$ cat src/core/tpg_pkg.sv
// Constants, field layout and state types of the converter test pattern generator.
// Notes on behaviour
// - Mode nibble selects pattern; 0 is normal, 1-3 give midscale and full scales.
// - Any test mode replaces converter samples; some patterns skip formatting.
// - Checkerboard mode alternates 0x0AAA and 0x0555, starting with 0x0AAA.
// - Long pseudo-random mode uses x^23 + x^18 + 1 with seed 0x3AFF.
// - Short pseudo-random mode uses x^9 + x^5 + 1 with seed 0x0092.
// - Word toggle mode alternates 0x0FFF and 0x0000, starting with 0x0FFF.
// - Repeat user mode cycles user words one to four, bits 15 to 2.
// - Single user mode sends user words one to four once, then zeros.
// - Ramp mode counts up by one per sample, wrapping at twelve bits.
// - Setting bit 4 of the mode register reseeds the long generator, bit 5 the short one.
// - Patterns ignore the analog input and advance only on the running clock.
// - Writing 0x81 to the reset register starts a self-clearing soft reset.
// - Bit 5 of the transport register enables the transport sample test.
// - Link test pattern and injection point come from the link test register.
package tpg_pkg;
	localparam int AW = 12;
	localparam int DW = 14;
	localparam int RAMP_W = 12;
	localparam int USER_BYTES = 8;
	localparam logic [AW-1:0] ADDR_SOFT_RESET = 12'h000;
	localparam logic [AW-1:0] ADDR_TEST_MODE = 12'h550;
	localparam logic [AW-1:0] ADDR_USER_FIRST = 12'h551;
	localparam logic [AW-1:0] ADDR_USER_LAST = 12'h558;
	localparam logic [AW-1:0] ADDR_TRANSPORT = 12'h571;
	localparam logic [AW-1:0] ADDR_LINK_TEST = 12'h573;
	localparam logic [7:0] SOFT_RESET_MASK = 8'h81;
	localparam int SOFT_PEND_BIT = 6;
	localparam int MODE_LSB = 0;
	localparam int PN_LONG_RST_BIT = 4;
	localparam int PN_SHORT_RST_BIT = 5;
	localparam int USER_SINGLE_BIT = 7;
	localparam int TRANSPORT_EN_BIT = 5;
	localparam int LINK_SEL_LSB = 0;
	localparam int LINK_INJ_LSB = 4;
	localparam int USER_LSB = 2;
	localparam logic [7:0] TEST_MODE_RST = 8'h00;
	localparam logic [7:0] TRANSPORT_RST = 8'h00;
	localparam logic [7:0] LINK_TEST_RST = 8'h00;
	localparam logic [7:0] USER_RST = 8'h00;
	localparam logic [3:0] MODE_NORMAL = 4'h0;
	localparam logic [3:0] MODE_MIDSCALE = 4'h1;
	localparam logic [3:0] MODE_POS_FULL = 4'h2;
	localparam logic [3:0] MODE_NEG_FULL = 4'h3;
	localparam logic [3:0] MODE_CHECKER = 4'h4;
	localparam logic [3:0] MODE_PN_LONG = 4'h5;
	localparam logic [3:0] MODE_PN_SHORT = 4'h6;
	localparam logic [3:0] MODE_TOGGLE = 4'h7;
	localparam logic [3:0] MODE_USER = 4'h8;
	localparam logic [3:0] MODE_RAMP = 4'hf;
	localparam logic [DW-1:0] PAT_MIDSCALE = 14'h0000;
	localparam logic [DW-1:0] PAT_POS_FULL = 14'h07ff;
	localparam logic [DW-1:0] PAT_NEG_FULL = 14'h0800;
	localparam logic [DW-1:0] PAT_CHECK_A = 14'h0aaa;
	localparam logic [DW-1:0] PAT_CHECK_B = 14'h0555;
	localparam logic [DW-1:0] PAT_ONES = 14'h0fff;
	localparam logic [DW-1:0] PAT_ZEROS = 14'h0000;
	localparam int PN_LONG_LEN = 23;
	localparam int PN_LONG_TAP = 18;
	localparam logic [22:0] PN_LONG_SEED = 23'h003aff;
	localparam int PN_SHORT_LEN = 9;
	localparam int PN_SHORT_TAP = 5;
	localparam logic [8:0] PN_SHORT_SEED = 9'h092;
	typedef enum logic [1:0] {
		SR_IDLE  = 2'b01,
		SR_CLEAR = 2'b10
	} soft_state_type;
endpackage

$ cat src/core/word_stream_if.sv
// Valid/ready word stream between the generator and its output buffer.
`timescale 1ns/100ps
interface word_stream_if #(parameter int W = 15);
	logic         valid;
	logic         ready;
	logic         flush;
	logic [W-1:0] data;
	modport src (output valid, output data, output flush, input ready);
	modport snk (input valid, input data, input flush, output ready);
endinterface

$ cat src/core/adc_test_pattern_generator.sv
// Converter test pattern generator with its configuration registers.
`timescale 1ns/100ps
module adc_test_pattern_generator (
	input  wire logic                   clk,
	input  wire logic                   rst_n,
	input  wire logic                   reg_wr,
	input  wire logic                   reg_rd,
	input  wire logic [tpg_pkg::AW-1:0] reg_addr,
	input  wire logic [7:0]             reg_wdata,
	output logic [7:0]                  reg_rdata,
	output logic                        reg_rvalid,
	input  wire logic [tpg_pkg::DW-1:0] adc_data,
	output logic                        out_valid,
	input  wire logic                   out_ready,
	output logic [tpg_pkg::DW-1:0]      out_data,
	output logic                        out_fmt_bypass,
	output logic                        test_active,
	output logic                        transport_test_en,
	output logic [3:0]                  link_pattern_sel,
	output logic [1:0]                  link_inject_sel,
	output logic                        link_exit_pending
);
	import tpg_pkg::*;

	soft_state_type sr_state_q;
	logic [7:0]     test_mode_q;
	logic [7:0]     transport_q;
	logic [7:0]     link_test_q;
	logic [7:0]     user_q [USER_BYTES];
	logic           pend_q;
	logic           alt_q;
	logic [1:0]     uidx_q;
	logic           udone_q;
	logic [RAMP_W-1:0] ramp_q;
	logic [22:0]    pn_long_q;
	logic [8:0]     pn_short_q;

	word_stream_if #(.W(DW + 1)) gen_s ();

	function automatic logic [45:0] pn_adv(
		input logic [31:0] s,
		input int          len,
		input int          tap
	);
		logic [31:0] st;
		logic [13:0] o;
		logic        fb;
		st = s;
		o = '0;
		fb = 1'b0;
		// The oldest bit leaves first and ends up in the top bit of the word.
		for (int i = 0; i < DW; i++) begin
			o = {o[12:0], st[0]};
			fb = st[0] ^ st[len-tap];
			st = st >> 1;
			st[len-1] = fb;
		end
		return {o, st};
	endfunction

	// Register decode.
	wire         soft_clr = (sr_state_q == SR_CLEAR);
	wire         wr_soft = reg_wr && (reg_addr == ADDR_SOFT_RESET);
	wire         wr_mode = reg_wr && (reg_addr == ADDR_TEST_MODE);
	wire         wr_trans = reg_wr && (reg_addr == ADDR_TRANSPORT);
	wire         wr_link = reg_wr && (reg_addr == ADDR_LINK_TEST);
	wire         wr_user = reg_wr && (reg_addr >= ADDR_USER_FIRST)
		&& (reg_addr <= ADDR_USER_LAST);
	wire [AW-1:0] user_off = reg_addr - ADDR_USER_FIRST;
	wire [2:0]   user_widx = user_off[2:0];
	wire         soft_cmd = wr_soft && ((reg_wdata & SOFT_RESET_MASK) != 8'h00);
	wire [3:0]   mode_q = test_mode_q[MODE_LSB +: 4];
	wire [3:0]   new_mode = reg_wdata[MODE_LSB +: 4];
	wire         mode_chg = wr_mode && (new_mode != mode_q);
	wire         user_single = test_mode_q[USER_SINGLE_BIT];
	wire         rd_user = (reg_addr >= ADDR_USER_FIRST)
		&& (reg_addr <= ADDR_USER_LAST);
	wire [7:0]   soft_rd = {soft_clr, pend_q, 5'h00, soft_clr};
	wire [7:0]   rd_word =
		(reg_addr == ADDR_SOFT_RESET) ? soft_rd :
		(reg_addr == ADDR_TEST_MODE) ? test_mode_q :
		rd_user ? user_q[user_widx] :
		(reg_addr == ADDR_TRANSPORT) ? transport_q :
		(reg_addr == ADDR_LINK_TEST) ? link_test_q : 8'h00;

	always_ff @(posedge clk) begin
		if (!rst_n) begin
			sr_state_q <= SR_IDLE;
		end else begin
			case (sr_state_q)
				SR_IDLE: sr_state_q <= soft_cmd ? SR_CLEAR : SR_IDLE;
				SR_CLEAR: sr_state_q <= SR_IDLE;
				default: sr_state_q <= SR_IDLE;
			endcase
		end
	end

	// configuration registers, cleared again by the soft reset.
	always_ff @(posedge clk) begin
		if (!rst_n || soft_clr) begin
			test_mode_q <= TEST_MODE_RST;
			transport_q <= TRANSPORT_RST;
			link_test_q <= LINK_TEST_RST;
		end else begin
			if (wr_mode) begin
				test_mode_q <= reg_wdata;
			end
			if (wr_trans) begin
				transport_q <= reg_wdata;
			end
			if (wr_link) begin
				link_test_q <= reg_wdata;
			end
		end
	end

	always_ff @(posedge clk) begin
		if (!rst_n || soft_clr) begin
			for (int i = 0; i < USER_BYTES; i++) begin
				user_q[i] <= USER_RST;
			end
		end else if (wr_user) begin
			user_q[user_widx] <= reg_wdata;
		end
	end

	// leaving link tests without a soft reset is flagged.
	always_ff @(posedge clk) begin
		if (!rst_n || soft_clr) begin
			pend_q <= 1'b0;
		end else if (wr_link && reg_wdata == 8'h00 && link_test_q != 8'h00) begin
			pend_q <= 1'b1;
		end
	end

	always_ff @(posedge clk) begin
		if (!rst_n) begin
			reg_rdata <= 8'h00;
			reg_rvalid <= 1'b0;
		end else begin
			reg_rdata <= reg_rd ? rd_word : 8'h00;
			reg_rvalid <= reg_rd;
		end
	end

	// Pattern selection.
	wire         fire = gen_s.ready;
	wire [45:0]  long_adv = pn_adv({9'h000, pn_long_q}, PN_LONG_LEN,
		PN_LONG_TAP);
	wire [45:0]  short_adv = pn_adv({23'h000000, pn_short_q}, PN_SHORT_LEN,
		PN_SHORT_TAP);
	wire [2:0]   ulo = {uidx_q, 1'b0};
	wire [2:0]   uhi = {uidx_q, 1'b1};
	wire [15:0]  user_word = {user_q[uhi], user_q[ulo]};
	// user words drop their two low bits.
	wire [DW-1:0] user_pat = udone_q ? PAT_ZEROS : user_word[15:USER_LSB];
	wire [DW-1:0] ramp_pat = {2'b00, ramp_q};
	wire [DW-1:0] fixed_pat =
		(mode_q == MODE_MIDSCALE) ? PAT_MIDSCALE :
		(mode_q == MODE_POS_FULL) ? PAT_POS_FULL :
		(mode_q == MODE_NEG_FULL) ? PAT_NEG_FULL :
		(mode_q == MODE_CHECKER) ? (alt_q ? PAT_CHECK_B : PAT_CHECK_A) :
		(mode_q == MODE_TOGGLE) ? (alt_q ? PAT_ZEROS : PAT_ONES) :
		PAT_ZEROS;
	wire         is_pn = (mode_q == MODE_PN_LONG) || (mode_q == MODE_PN_SHORT);
	wire         bypass = is_pn || (mode_q == MODE_USER);
	// any nonzero mode disconnects the converter result.
	wire [DW-1:0] gen_word =
		(mode_q == MODE_NORMAL) ? adc_data :
		(mode_q == MODE_PN_LONG) ? long_adv[45:32] :
		(mode_q == MODE_PN_SHORT) ? short_adv[45:32] :
		(mode_q == MODE_USER) ? user_pat :
		(mode_q == MODE_RAMP) ? ramp_pat : fixed_pat;
	wire         restart = mode_chg || soft_clr;

	// generator state moves only on clock edges that hand off a word.
	always_ff @(posedge clk) begin
		if (!rst_n || restart) begin
			alt_q <= 1'b0;
			ramp_q <= '0;
			uidx_q <= 2'b00;
			udone_q <= 1'b0;
		end else if (fire) begin
			alt_q <= !alt_q;
			ramp_q <= ramp_q + 12'h001;
			uidx_q <= uidx_q + 2'b01;
			// single mode stops after the fourth word.
			if (mode_q == MODE_USER && user_single && uidx_q == 2'b11) begin
				udone_q <= 1'b1;
			end
		end
	end

	// long sequence with its own reseed bit.
	always_ff @(posedge clk) begin
		if (!rst_n || restart || test_mode_q[PN_LONG_RST_BIT]) begin
			pn_long_q <= PN_LONG_SEED;
		end else if (fire && mode_q == MODE_PN_LONG) begin
			pn_long_q <= long_adv[22:0];
		end
	end

	// short sequence with its own reseed bit.
	always_ff @(posedge clk) begin
		if (!rst_n || restart || test_mode_q[PN_SHORT_RST_BIT]) begin
			pn_short_q <= PN_SHORT_SEED;
		end else if (fire && mode_q == MODE_PN_SHORT) begin
			pn_short_q <= short_adv[8:0];
		end
	end

	// The converter cannot be stalled, so a sample met by a full buffer is lost.
	assign gen_s.valid = 1'b1;
	assign gen_s.data = {bypass, gen_word};
	// a mode change flushes words still queued for the formatter.
	assign gen_s.flush = restart;

	word_skid_buffer #(.W(DW + 1)) out_buf (
		.clk     (clk),
		.rst_n   (rst_n),
		.up      (gen_s),
		.o_valid (out_valid),
		.o_ready (out_ready),
		.o_data  ({out_fmt_bypass, out_data})
	);

	// link controls leave as registered levels.
	always_ff @(posedge clk) begin
		if (!rst_n) begin
			test_active <= 1'b0;
			transport_test_en <= 1'b0;
			link_pattern_sel <= 4'h0;
			link_inject_sel <= 2'b00;
			link_exit_pending <= 1'b0;
		end else begin
			test_active <= (mode_q != MODE_NORMAL);
			transport_test_en <= transport_q[TRANSPORT_EN_BIT];
			link_pattern_sel <= link_test_q[LINK_SEL_LSB +: 4];
			link_inject_sel <= link_test_q[LINK_INJ_LSB +: 2];
			link_exit_pending <= pend_q;
		end
	end

	fixed_codes_a: assert property (@(posedge clk) disable iff (!rst_n)
		(mode_q == MODE_POS_FULL |-> gen_word == PAT_POS_FULL) and
		(mode_q == MODE_NEG_FULL |-> gen_word == PAT_NEG_FULL) and
		(mode_q == MODE_MIDSCALE |-> gen_word == PAT_MIDSCALE))
		else $error("fixed code mismatch");

	path_select_a: assert property (@(posedge clk) disable iff (!rst_n)
		(mode_q == MODE_NORMAL |-> gen_word == adc_data && !bypass) and
		(mode_q == MODE_RAMP |-> !bypass))
		else $error("wrong source or formatting flag");

	checker_alt_a: assert property (@(posedge clk) disable iff (!rst_n)
		(mode_chg && new_mode == MODE_CHECKER && !soft_clr |=>
			gen_word == PAT_CHECK_A) and
		(fire && mode_q == MODE_CHECKER && gen_word == PAT_CHECK_A
			&& !restart |=> gen_word == PAT_CHECK_B))
		else $error("checkerboard order broken");

	pn_reseed_a: assert property (@(posedge clk) disable iff (!rst_n)
		(test_mode_q[PN_LONG_RST_BIT] |=> pn_long_q == PN_LONG_SEED) and
		(test_mode_q[PN_SHORT_RST_BIT] |=> pn_short_q == PN_SHORT_SEED))
		else $error("generators not reseeded");

	toggle_first_a: assert property (@(posedge clk) disable iff (!rst_n)
		(mode_chg && new_mode == MODE_TOGGLE && !soft_clr |=>
			gen_word == PAT_ONES) and
		(fire && mode_q == MODE_TOGGLE && gen_word == PAT_ONES
			&& !restart |=> gen_word == PAT_ZEROS))
		else $error("word toggle order broken");

	user_wrap_a: assert property (@(posedge clk) disable iff (!rst_n)
		fire && mode_q == MODE_USER && !user_single && uidx_q == 2'b11
			&& !restart |=> uidx_q == 2'b00 && !udone_q)
		else $error("repeat mode did not cycle");

	user_single_a: assert property (@(posedge clk) disable iff (!rst_n)
		mode_q == MODE_USER && udone_q |-> gen_word == PAT_ZEROS)
		else $error("single mode not zero after four words");

	ramp_step_a: assert property (@(posedge clk) disable iff (!rst_n)
		fire && mode_q == MODE_RAMP && !restart |=>
			gen_word[RAMP_W-1:0] == $past(gen_word[RAMP_W-1:0]) + 12'h001)
		else $error("ramp did not step by one");

	soft_clear_a: assert property (@(posedge clk) disable iff (!rst_n)
		soft_cmd && sr_state_q == SR_IDLE |=> soft_clr ##1
			(!soft_clr && test_mode_q == TEST_MODE_RST))
		else $error("soft reset did not self clear");

	link_sel_a: assert property (@(posedge clk) disable iff (!rst_n)
		wr_link && !soft_clr |-> ##2 link_pattern_sel == $past(reg_wdata[3:0], 2)
			&& link_inject_sel == $past(reg_wdata[5:4], 2))
		else $error("link selection not applied");
endmodule

$ cat src/core/word_skid_buffer.sv
// Two-entry skid buffer whose head entry drives the outputs directly.
`timescale 1ns/100ps
module word_skid_buffer #(
	parameter int W = 15
) (
	input  wire logic         clk,
	input  wire logic         rst_n,
	word_stream_if.snk        up,
	output logic              o_valid,
	input  wire logic         o_ready,
	output logic [W-1:0]      o_data
);
	logic         skid_v_q;
	logic [W-1:0] skid_q;
	logic         take;
	logic         head_free;

	// The second entry absorbs the word already in flight when ready drops.
	assign up.ready = !skid_v_q;
	assign take = up.valid && up.ready && !up.flush;
	assign head_free = !o_valid || o_ready;

	always_ff @(posedge clk) begin
		if (!rst_n || up.flush) begin
			o_valid <= 1'b0;
			skid_v_q <= 1'b0;
		end else if (head_free) begin
			o_valid <= skid_v_q || take;
			skid_v_q <= 1'b0;
		end else if (take) begin
			skid_v_q <= 1'b1;
		end
	end

	always_ff @(posedge clk) begin
		if (!rst_n) begin
			o_data <= '0;
			skid_q <= '0;
		end else if (head_free) begin
			o_data <= skid_v_q ? skid_q : up.data;
		end else if (take) begin
			skid_q <= up.data;
		end
	end

	stall_hold_a: assert property (@(posedge clk) disable iff (!rst_n)
		o_valid && !o_ready && !up.flush |=> o_valid && $stable(o_data))
		else $error("buffered word changed while stalled");
endmodule

$ cat config.mk
export PLATFORM = sky130hd
export DESIGN_NAME = adc_test_pattern_generator
export DESIGN_NICKNAME = d
export VERILOG_FILES = /design/src/core/tpg_pkg.sv /design/src/core/word_stream_if.sv /design/src/core/adc_test_pattern_generator.sv /design/src/core/word_skid_buffer.sv
export SDC_FILE = /design/constraint.sdc
export NUM_CORES = 1
export LEC_CHECK = 0
export ABC_AREA = 1
export ABC_CLOCK_PERIOD_IN_PS = 3800
export BUFFER_PORTS_ARGS = -buffer_cell sky130_fd_sc_hd__buf_2
export CAP_MARGIN = 20
export CORE_MARGIN = 8
export CORE_UTILIZATION = 45
export CTS_CLUSTER_SIZE = 25
export DETAILED_ROUTE_END_ITERATION = 8
export GPL_TIMING_DRIVEN = 1
export PLACE_DENSITY = 0.74
export SLEW_MARGIN = 20
export SYNTH_ARGS = -nofsm -noshare
export SYNTH_HDL_FRONTEND = slang
export SYNTH_SLANG_ARGS = --single-unit
$ cat constraint.sdc
create_clock -name clk -period 3.8 [get_ports clk]
set_clock_uncertainty 0.05 [all_clocks]
set_input_delay 0.57 -clock clk [delete_from_list [all_inputs] [get_ports clk]]
set_output_delay 0.57 -clock clk [all_outputs]
set_load 0.05 [all_outputs]
# Word level (Yosys, flattened, before mapping)
# Memory sizes are Yosys's and may differ from the RTL's. A register that Yosys moved wholly into a read port is not among the register bits.
# Index checks and enable logic that the tools add are counted.
# W data, S select, Z words.
# op_classes
order_cmp,2
mux,32
n_addsub,3
n_reduce_logical,43
div,0
n_bitwise,32
n_eq_ne,16
n_shift,0
multipliers,0
# op_table
cell,count
$mux W12,8
$mux W14,5
$mux W8,6
$eq A12 B11 Y1 const B,3
$xor A1 B1 Y1,28
$eq A4 B3 Y1 const B,4
$logic_and A1 B1 Y1,16
$reduce_bool A8 Y1,2
$mux W15,1
$mux W3,5
$add A12 B1 Y12 const B,1
$ge A12 B11 Y1 const B,1
$le A12 B11 Y1 const B,1
$logic_not A12 Y1,1
$logic_or A1 B1 Y1,9
$eq A4 B2 Y1 const B,2
$eq A4 B4 Y1 const B,2
$logic_not A8 Y1,1
$reduce_and A2 Y1,4
$reduce_or A8 Y1,1
$mux W1,6
$logic_not A1 Y1,5
$eq A2 B2 Y1 const B,2
$eq A4 B1 Y1 const B,1
other kinds (10),13
# totals
regBits,125
output_inout_bits,34
mem_bits_rw,64
mem_count,1
latch_bits,0
inputBits,39
romBits,0
elab_cells,152
# mem_list
name,depth,width,read_ports,rd_clocked_by_memory_dff,write_ports,line,rtl
user_q,8,8,3,2,8,adc_test_pattern_generator.sv:29,logic [7:0] user_q [USER_BYTES];

# Depth between registers and ports, before layout
# logic_depth
ltp_word,12
depth_mapped,14
depth_no_buf,13

# Hierarchy
# A second synthesis with hierarchy kept.
# unflattened
cells_unflattened,1238
area_unflattened_um2,9391.5
# modules_own_cells
module,seq_area_each_um2,area_each_um2,cells_each,instances
adc_test_pattern_generator,3823.7,7920.1,1033,1
word_skid_buffer,640.6,1471.4,205,1

# Worst setup path before layout
# Ideal clock, no wire load.
# synth_path
path_kind,in2reg
startpoint,input port reg_addr[0] (netlist bit)
endpoint,"memory user_q[0][0], enable pin"
required_ps,3421
slack_ps,1184
stages,12
path_buffers,1
t_arrival_ps,2238
setup_time_ps,329
path_cell_list,buf_2 -> inv_1 -> ha_1 -> nand2_1 -> nor2_1 -> nand3_1 -> nand3_4 -> clkinv_2 -> nand3_4 -> nor2_8 -> nand2_4 -> nand2_1
# synth_lines
element,line,rtl
"start, declared",adc_test_pattern_generator.sv:8,"input wire logic [tpg_pkg::AW-1:0] reg_addr,"
"end, declared",adc_test_pattern_generator.sv:29,

==> results by stage <==
Outcome:
- The run finished with clean final reports.

Clock tree:
- The clock root buffer is sky130_fd_sc_hd__clkbuf_16.
- Counting along the longest clock path gives a buffer depth of 2.
- The clock sink count is 191.
- The TritonCTS clock tree is built.
- The post-cts hold buffer count is 0.
- The H-tree was split into 4 levels.
- In this run, post-CTS repair resized a total of 0 instances.
- The number of buffers added by the clock tree synthesis step is 17.
- Clock-pin slew was measured on the worst setup and hold paths at 0.08 ns.
- The setup fix buffers added after clock tree synthesis is 0.
- The insertion delay of the later-clocked pin in the worst-skew pair is 0.44 ns.

Global routing:
- The first global-routing pass estimated 40.93 mm of wire.
- The total overflow reported by the global router is 0.
- Entering global routing, the biggest net connects 39 pins.
- The number of global-route vias before repair was 7753.
- Across every metal layer, demand over resource in global routing totals 19.62%.
- The initial antenna violation count is 0.

STA:
- The max-slew violation count came to 0.
- For the final routed database, the setup TNS stands at 0 ns.
- The worst pin sits at a relative slew slack of 38.27%.
- The count of endpoints failing setup in the final report is 0.
- At the pin with the least slew margin, the transition time is 0.9250 ns.
- The count of endpoints failing hold in the final timing report is 0.
- Setup repair after global routing left no endpoint under its margin.
- The final worst-path cycle share is 71.69%.
- Subtracting the final worst setup slack from the clock period gives 2.724 ns.
- The highest clock frequency the design can meet is 0.3671 GHz.

Setup path:
- At the worst endpoint, the arrival time is 2.98 ns.
- Of all nets on the critical path, the largest fanout is 30.
- At the worst endpoint, the required time is 4.06 ns.
- The critical path in this run is classified as register to register.
- The nature of the critical path endpoint is a register.
- The critical register-to-register path endpoint is out_buf.o_data[3].
- The critical path ends at out_buf.o_data[3].
- The number of cell instances on the worst register-to-register path is 10.
- The worst setup slack for register-to-register paths is 1.08 ns.
- The startpoint type of the worst setup path is a register.

Die:
- The die outline area is 26060 um^2.
- The horizontal extent of the die is 161.4 um.
- The initial cell density of the core is 45.56%.
- The floorplan has 53 rows.
- The core region is 20890 um^2.
- The die boundary height is 161.4 um.
- 73 I/O pins were placed.

Synthesis:
- The number of synthesized register bits is 191.
- The proportion of synthesized chip area in sequential cells is 46.91%.
- In this run, synthesis inferred 64 flip-flops with an integrated enable.
- After synthesis the cells add up to 9517 um^2.
- The average instance in the mapped netlist occupies 7.885 um^2.
- The count of unique library cells instantiated by Yosys is 45.
- Counting flops with an async set or reset pin after synthesis yields a share of 0%.
- The leading register cell type out of synthesis is sky130_fd_sc_hd__dfxtp_1.
- The count of synthesis-stage warnings from yosys is 0.
- The synthesized netlist cell count is 1207.
- Counting every net in the synthesized netlist gives 1252.

Drt:
- The wire length after detailed routing is 25.72 mm.
- The detailed router finished its first iteration with 716 violations.
- For this block, the via count after detailed routing is 8354.
- Once detail routing completed, the nets flagged for antenna violations numbered 0.
- Before antenna repair, the detailed router went through 6 iterations.
- The post-detailed-route DRC marker count is 0.
- After detailed routing, the average wire length per cell comes to 16.62 um.
- In the routed layout, each cell is associated on average with a via count of 5.400.

Cells and area:
- The post-route netlist has 13.52% of its cells at a drive strength greater than 1.
- The non-filler instance count after layout is 1547.
- In the final design database the tool counted 1304 nets.
- The number of fill cells is 1979.
- The antenna diode instance count is 0.
- Compared with the post-synthesis result, the final layout area differs by 11.39%.

Placed design:
- Including well taps, the total number of placed cells is 1515.
- The number of input and output port buffers inserted is 72.
- Summed over all nets, the half-perimeter wirelength after detailed placement is 18.87 mm.
- The congestion estimate from routability-driven global placement came to 0.9329.

Pwr:
- The worst ir drop on vdd is 0.0003143 V.
- The static leakage is 4.709 nW.
- In this run the power density over the cells is 411.3 nW/um^2.

Hold path:
- The class of the tightest hold or removal check is input port to register.

Job:
- The count of max-cap constraint violations is 0.
[state kept, by name (all words and copies together), names as in the netlist, 4 cells and up, named ones only]
| name | cells |
|---|---|
| link_pattern_sel | 4 |
| link_test_q | 8 |
| out_buf.o_data | 15 |
| out_buf.skid_q | 15 |
| pn_long_q | 23 |
| pn_short_q | 9 |
| ramp_q | 12 |
| reg_rdata | 8 |
| test_mode_q | 8 |
| transport_q | 8 |
| user_q | 64 |
[cell usage in the layout, fill, tap and decap left out, types with 11 or more instances in the layout]
cell and n:
sky130_fd_sc_hd__inv_1 117, sky130_fd_sc_hd__nand4_1 18, sky130_fd_sc_hd__nor2_1 159, sky130_fd_sc_hd__edfxtp_1 64, sky130_fd_sc_hd__dfxtp_1 127, sky130_fd_sc_hd__or2_2 11
sky130_fd_sc_hd__a21oi_1 85, sky130_fd_sc_hd__nand3_1 60, sky130_fd_sc_hd__nand2_1 246, sky130_fd_sc_hd__nor2_2 12, sky130_fd_sc_hd__o211ai_1 12, sky130_fd_sc_hd__xor2_1 14
sky130_fd_sc_hd__xnor2_1 11, sky130_fd_sc_hd__o21ai_0 99, sky130_fd_sc_hd__mux2i_1 24, sky130_fd_sc_hd__clkbuf_16 17, sky130_fd_sc_hd__buf_2 72, sky130_fd_sc_hd__o22ai_1 16
[per-layer routing]
layer / part of all wire, % / GRT usage [%] / vias up
li1: - / - / 4062
met1: 44 / 25.77 / 3878
met2: 46 / 31.11 / 364
met3: 7.7 / 4.429 / 50
met4: 2.6 / 7.155 / 0
met5: 0 / 0 / -
[cell usage after synthesis, types with 4 or more instances]
cell type	instances	area (um^2)
sky130_fd_sc_hd__nand2_1	246	923.4
sky130_fd_sc_hd__nor2_1	159	596.8
sky130_fd_sc_hd__dfxtp_1	127	2542
sky130_fd_sc_hd__inv_1	117	439.2
sky130_fd_sc_hd__o21ai_0	99	495.5
sky130_fd_sc_hd__a21oi_1	85	425.4
sky130_fd_sc_hd__edfxtp_1	64	1922
sky130_fd_sc_hd__nand3_1	60	300.3
sky130_fd_sc_hd__mux2i_1	24	240.2
sky130_fd_sc_hd__buf_2	20	100.1
sky130_fd_sc_hd__clkbuf_1	20	75.07
sky130_fd_sc_hd__nand4_1	18	112.6
sky130_fd_sc_hd__o22ai_1	16	100.1
sky130_fd_sc_hd__xor2_1	14	122.6
sky130_fd_sc_hd__nor2_2	12	75.07
sky130_fd_sc_hd__o211ai_1	12	90.09
sky130_fd_sc_hd__or2_2	11	68.82
sky130_fd_sc_hd__xnor2_1	11	96.34
sky130_fd_sc_hd__nand2_4	10	112.6
sky130_fd_sc_hd__nor3_1	10	50.05
sky130_fd_sc_hd__clkinv_1	9	33.78
sky130_fd_sc_hd__inv_2	7	26.28
sky130_fd_sc_hd__nor2_4	7	78.83
sky130_fd_sc_hd__ha_1	6	75.07
sky130_fd_sc_hd__a21boi_0	4	30.03
sky130_fd_sc_hd__buf_4	4	30.03
sky130_fd_sc_hd__o21bai_1	4	30.03
[how the worst min path moves through the flow]
stage	cells after the start	endpoint	start
after floorplan	2	link_exit_pending	pend_q
after global placement	2	transport_q[2]	transport_q[2]
after detailed placement	2	transport_q[4]	transport_q[4]
after CTS	3	reg_rvalid	reg_rd
after global routing	3	reg_rvalid	reg_rd
final	3	reg_rvalid	reg_rd
[critical path, stage by stage (launching register included)]
cell and delay (ns):
sky130_fd_sc_hd__dfxtp_1 0.31, sky130_fd_sc_hd__buf_4 0.28, sky130_fd_sc_hd__clkinv_1 0.59, sky130_fd_sc_hd__o21ai_0 0.50, sky130_fd_sc_hd__o21ai_0 0.23, sky130_fd_sc_hd__nand2_1 0.12, sky130_fd_sc_hd__nand4_1 0.14, sky130_fd_sc_hd__nand2_1 0.14
sky130_fd_sc_hd__nand2_1 0.06, sky130_fd_sc_hd__nand2_1 0.09, sky130_fd_sc_hd__a21oi_1 0.06
[power breakdown]
part           internal, mW  switching, mW
registers              2.17         0.0459
logic                 0.127          0.316
clock network         0.860          0.838
[metrics by stage]
stage	utilization (%)	total power [mW]	cell area [um^2]	worst slack (ns)	hold slack [ns]
3_3_place_gp	48.09	2.691	10050	1.056	0.3811
2_1_floorplan	-	2.555	9517	1.184	0.3670
4_1_cts	50.75	4.363	10600	1.167	0.3710
5_1_grt	50.75	4.506	10600	0.9294	0.4062
3_5_place_dp	48.09	2.698	10050	0.9923	0.3858
6_report	50.75	4.360	10600	1.076	0.3770
[logic make-up (layout without fill, tap and decap cells)]
group           Yosys count  count (layout)  share of synthesized area [%]
compound gates          230             230                          13.19
simple gates            551             551                          26.60
xor+xnor                 25              25                          2.301
buf+inv                 180             245                          7.691
flops                   191             191                          46.91
mux                      24              24                          2.524
fa+ha+maj                 6               6                         0.7888
[final cells by class]
cell class | count | area [um^2] | share of cell area [%]
Clock buffer | 18 | 429.2 | 4.049
Sequential cell | 191 | 4464 | 42.12
Clock inverter | 14 | 125.1 | 1.180
Inverter | 134 | 504.2 | 4.757
Multi-Input combinational cell | 836 | 4320 | 40.76
Timing Repair Buffer | 79 | 412.9 | 3.895
Tap cell | 275 | 344.1 | 3.246
Note: power is estimated with default switching activity, not from simulation.
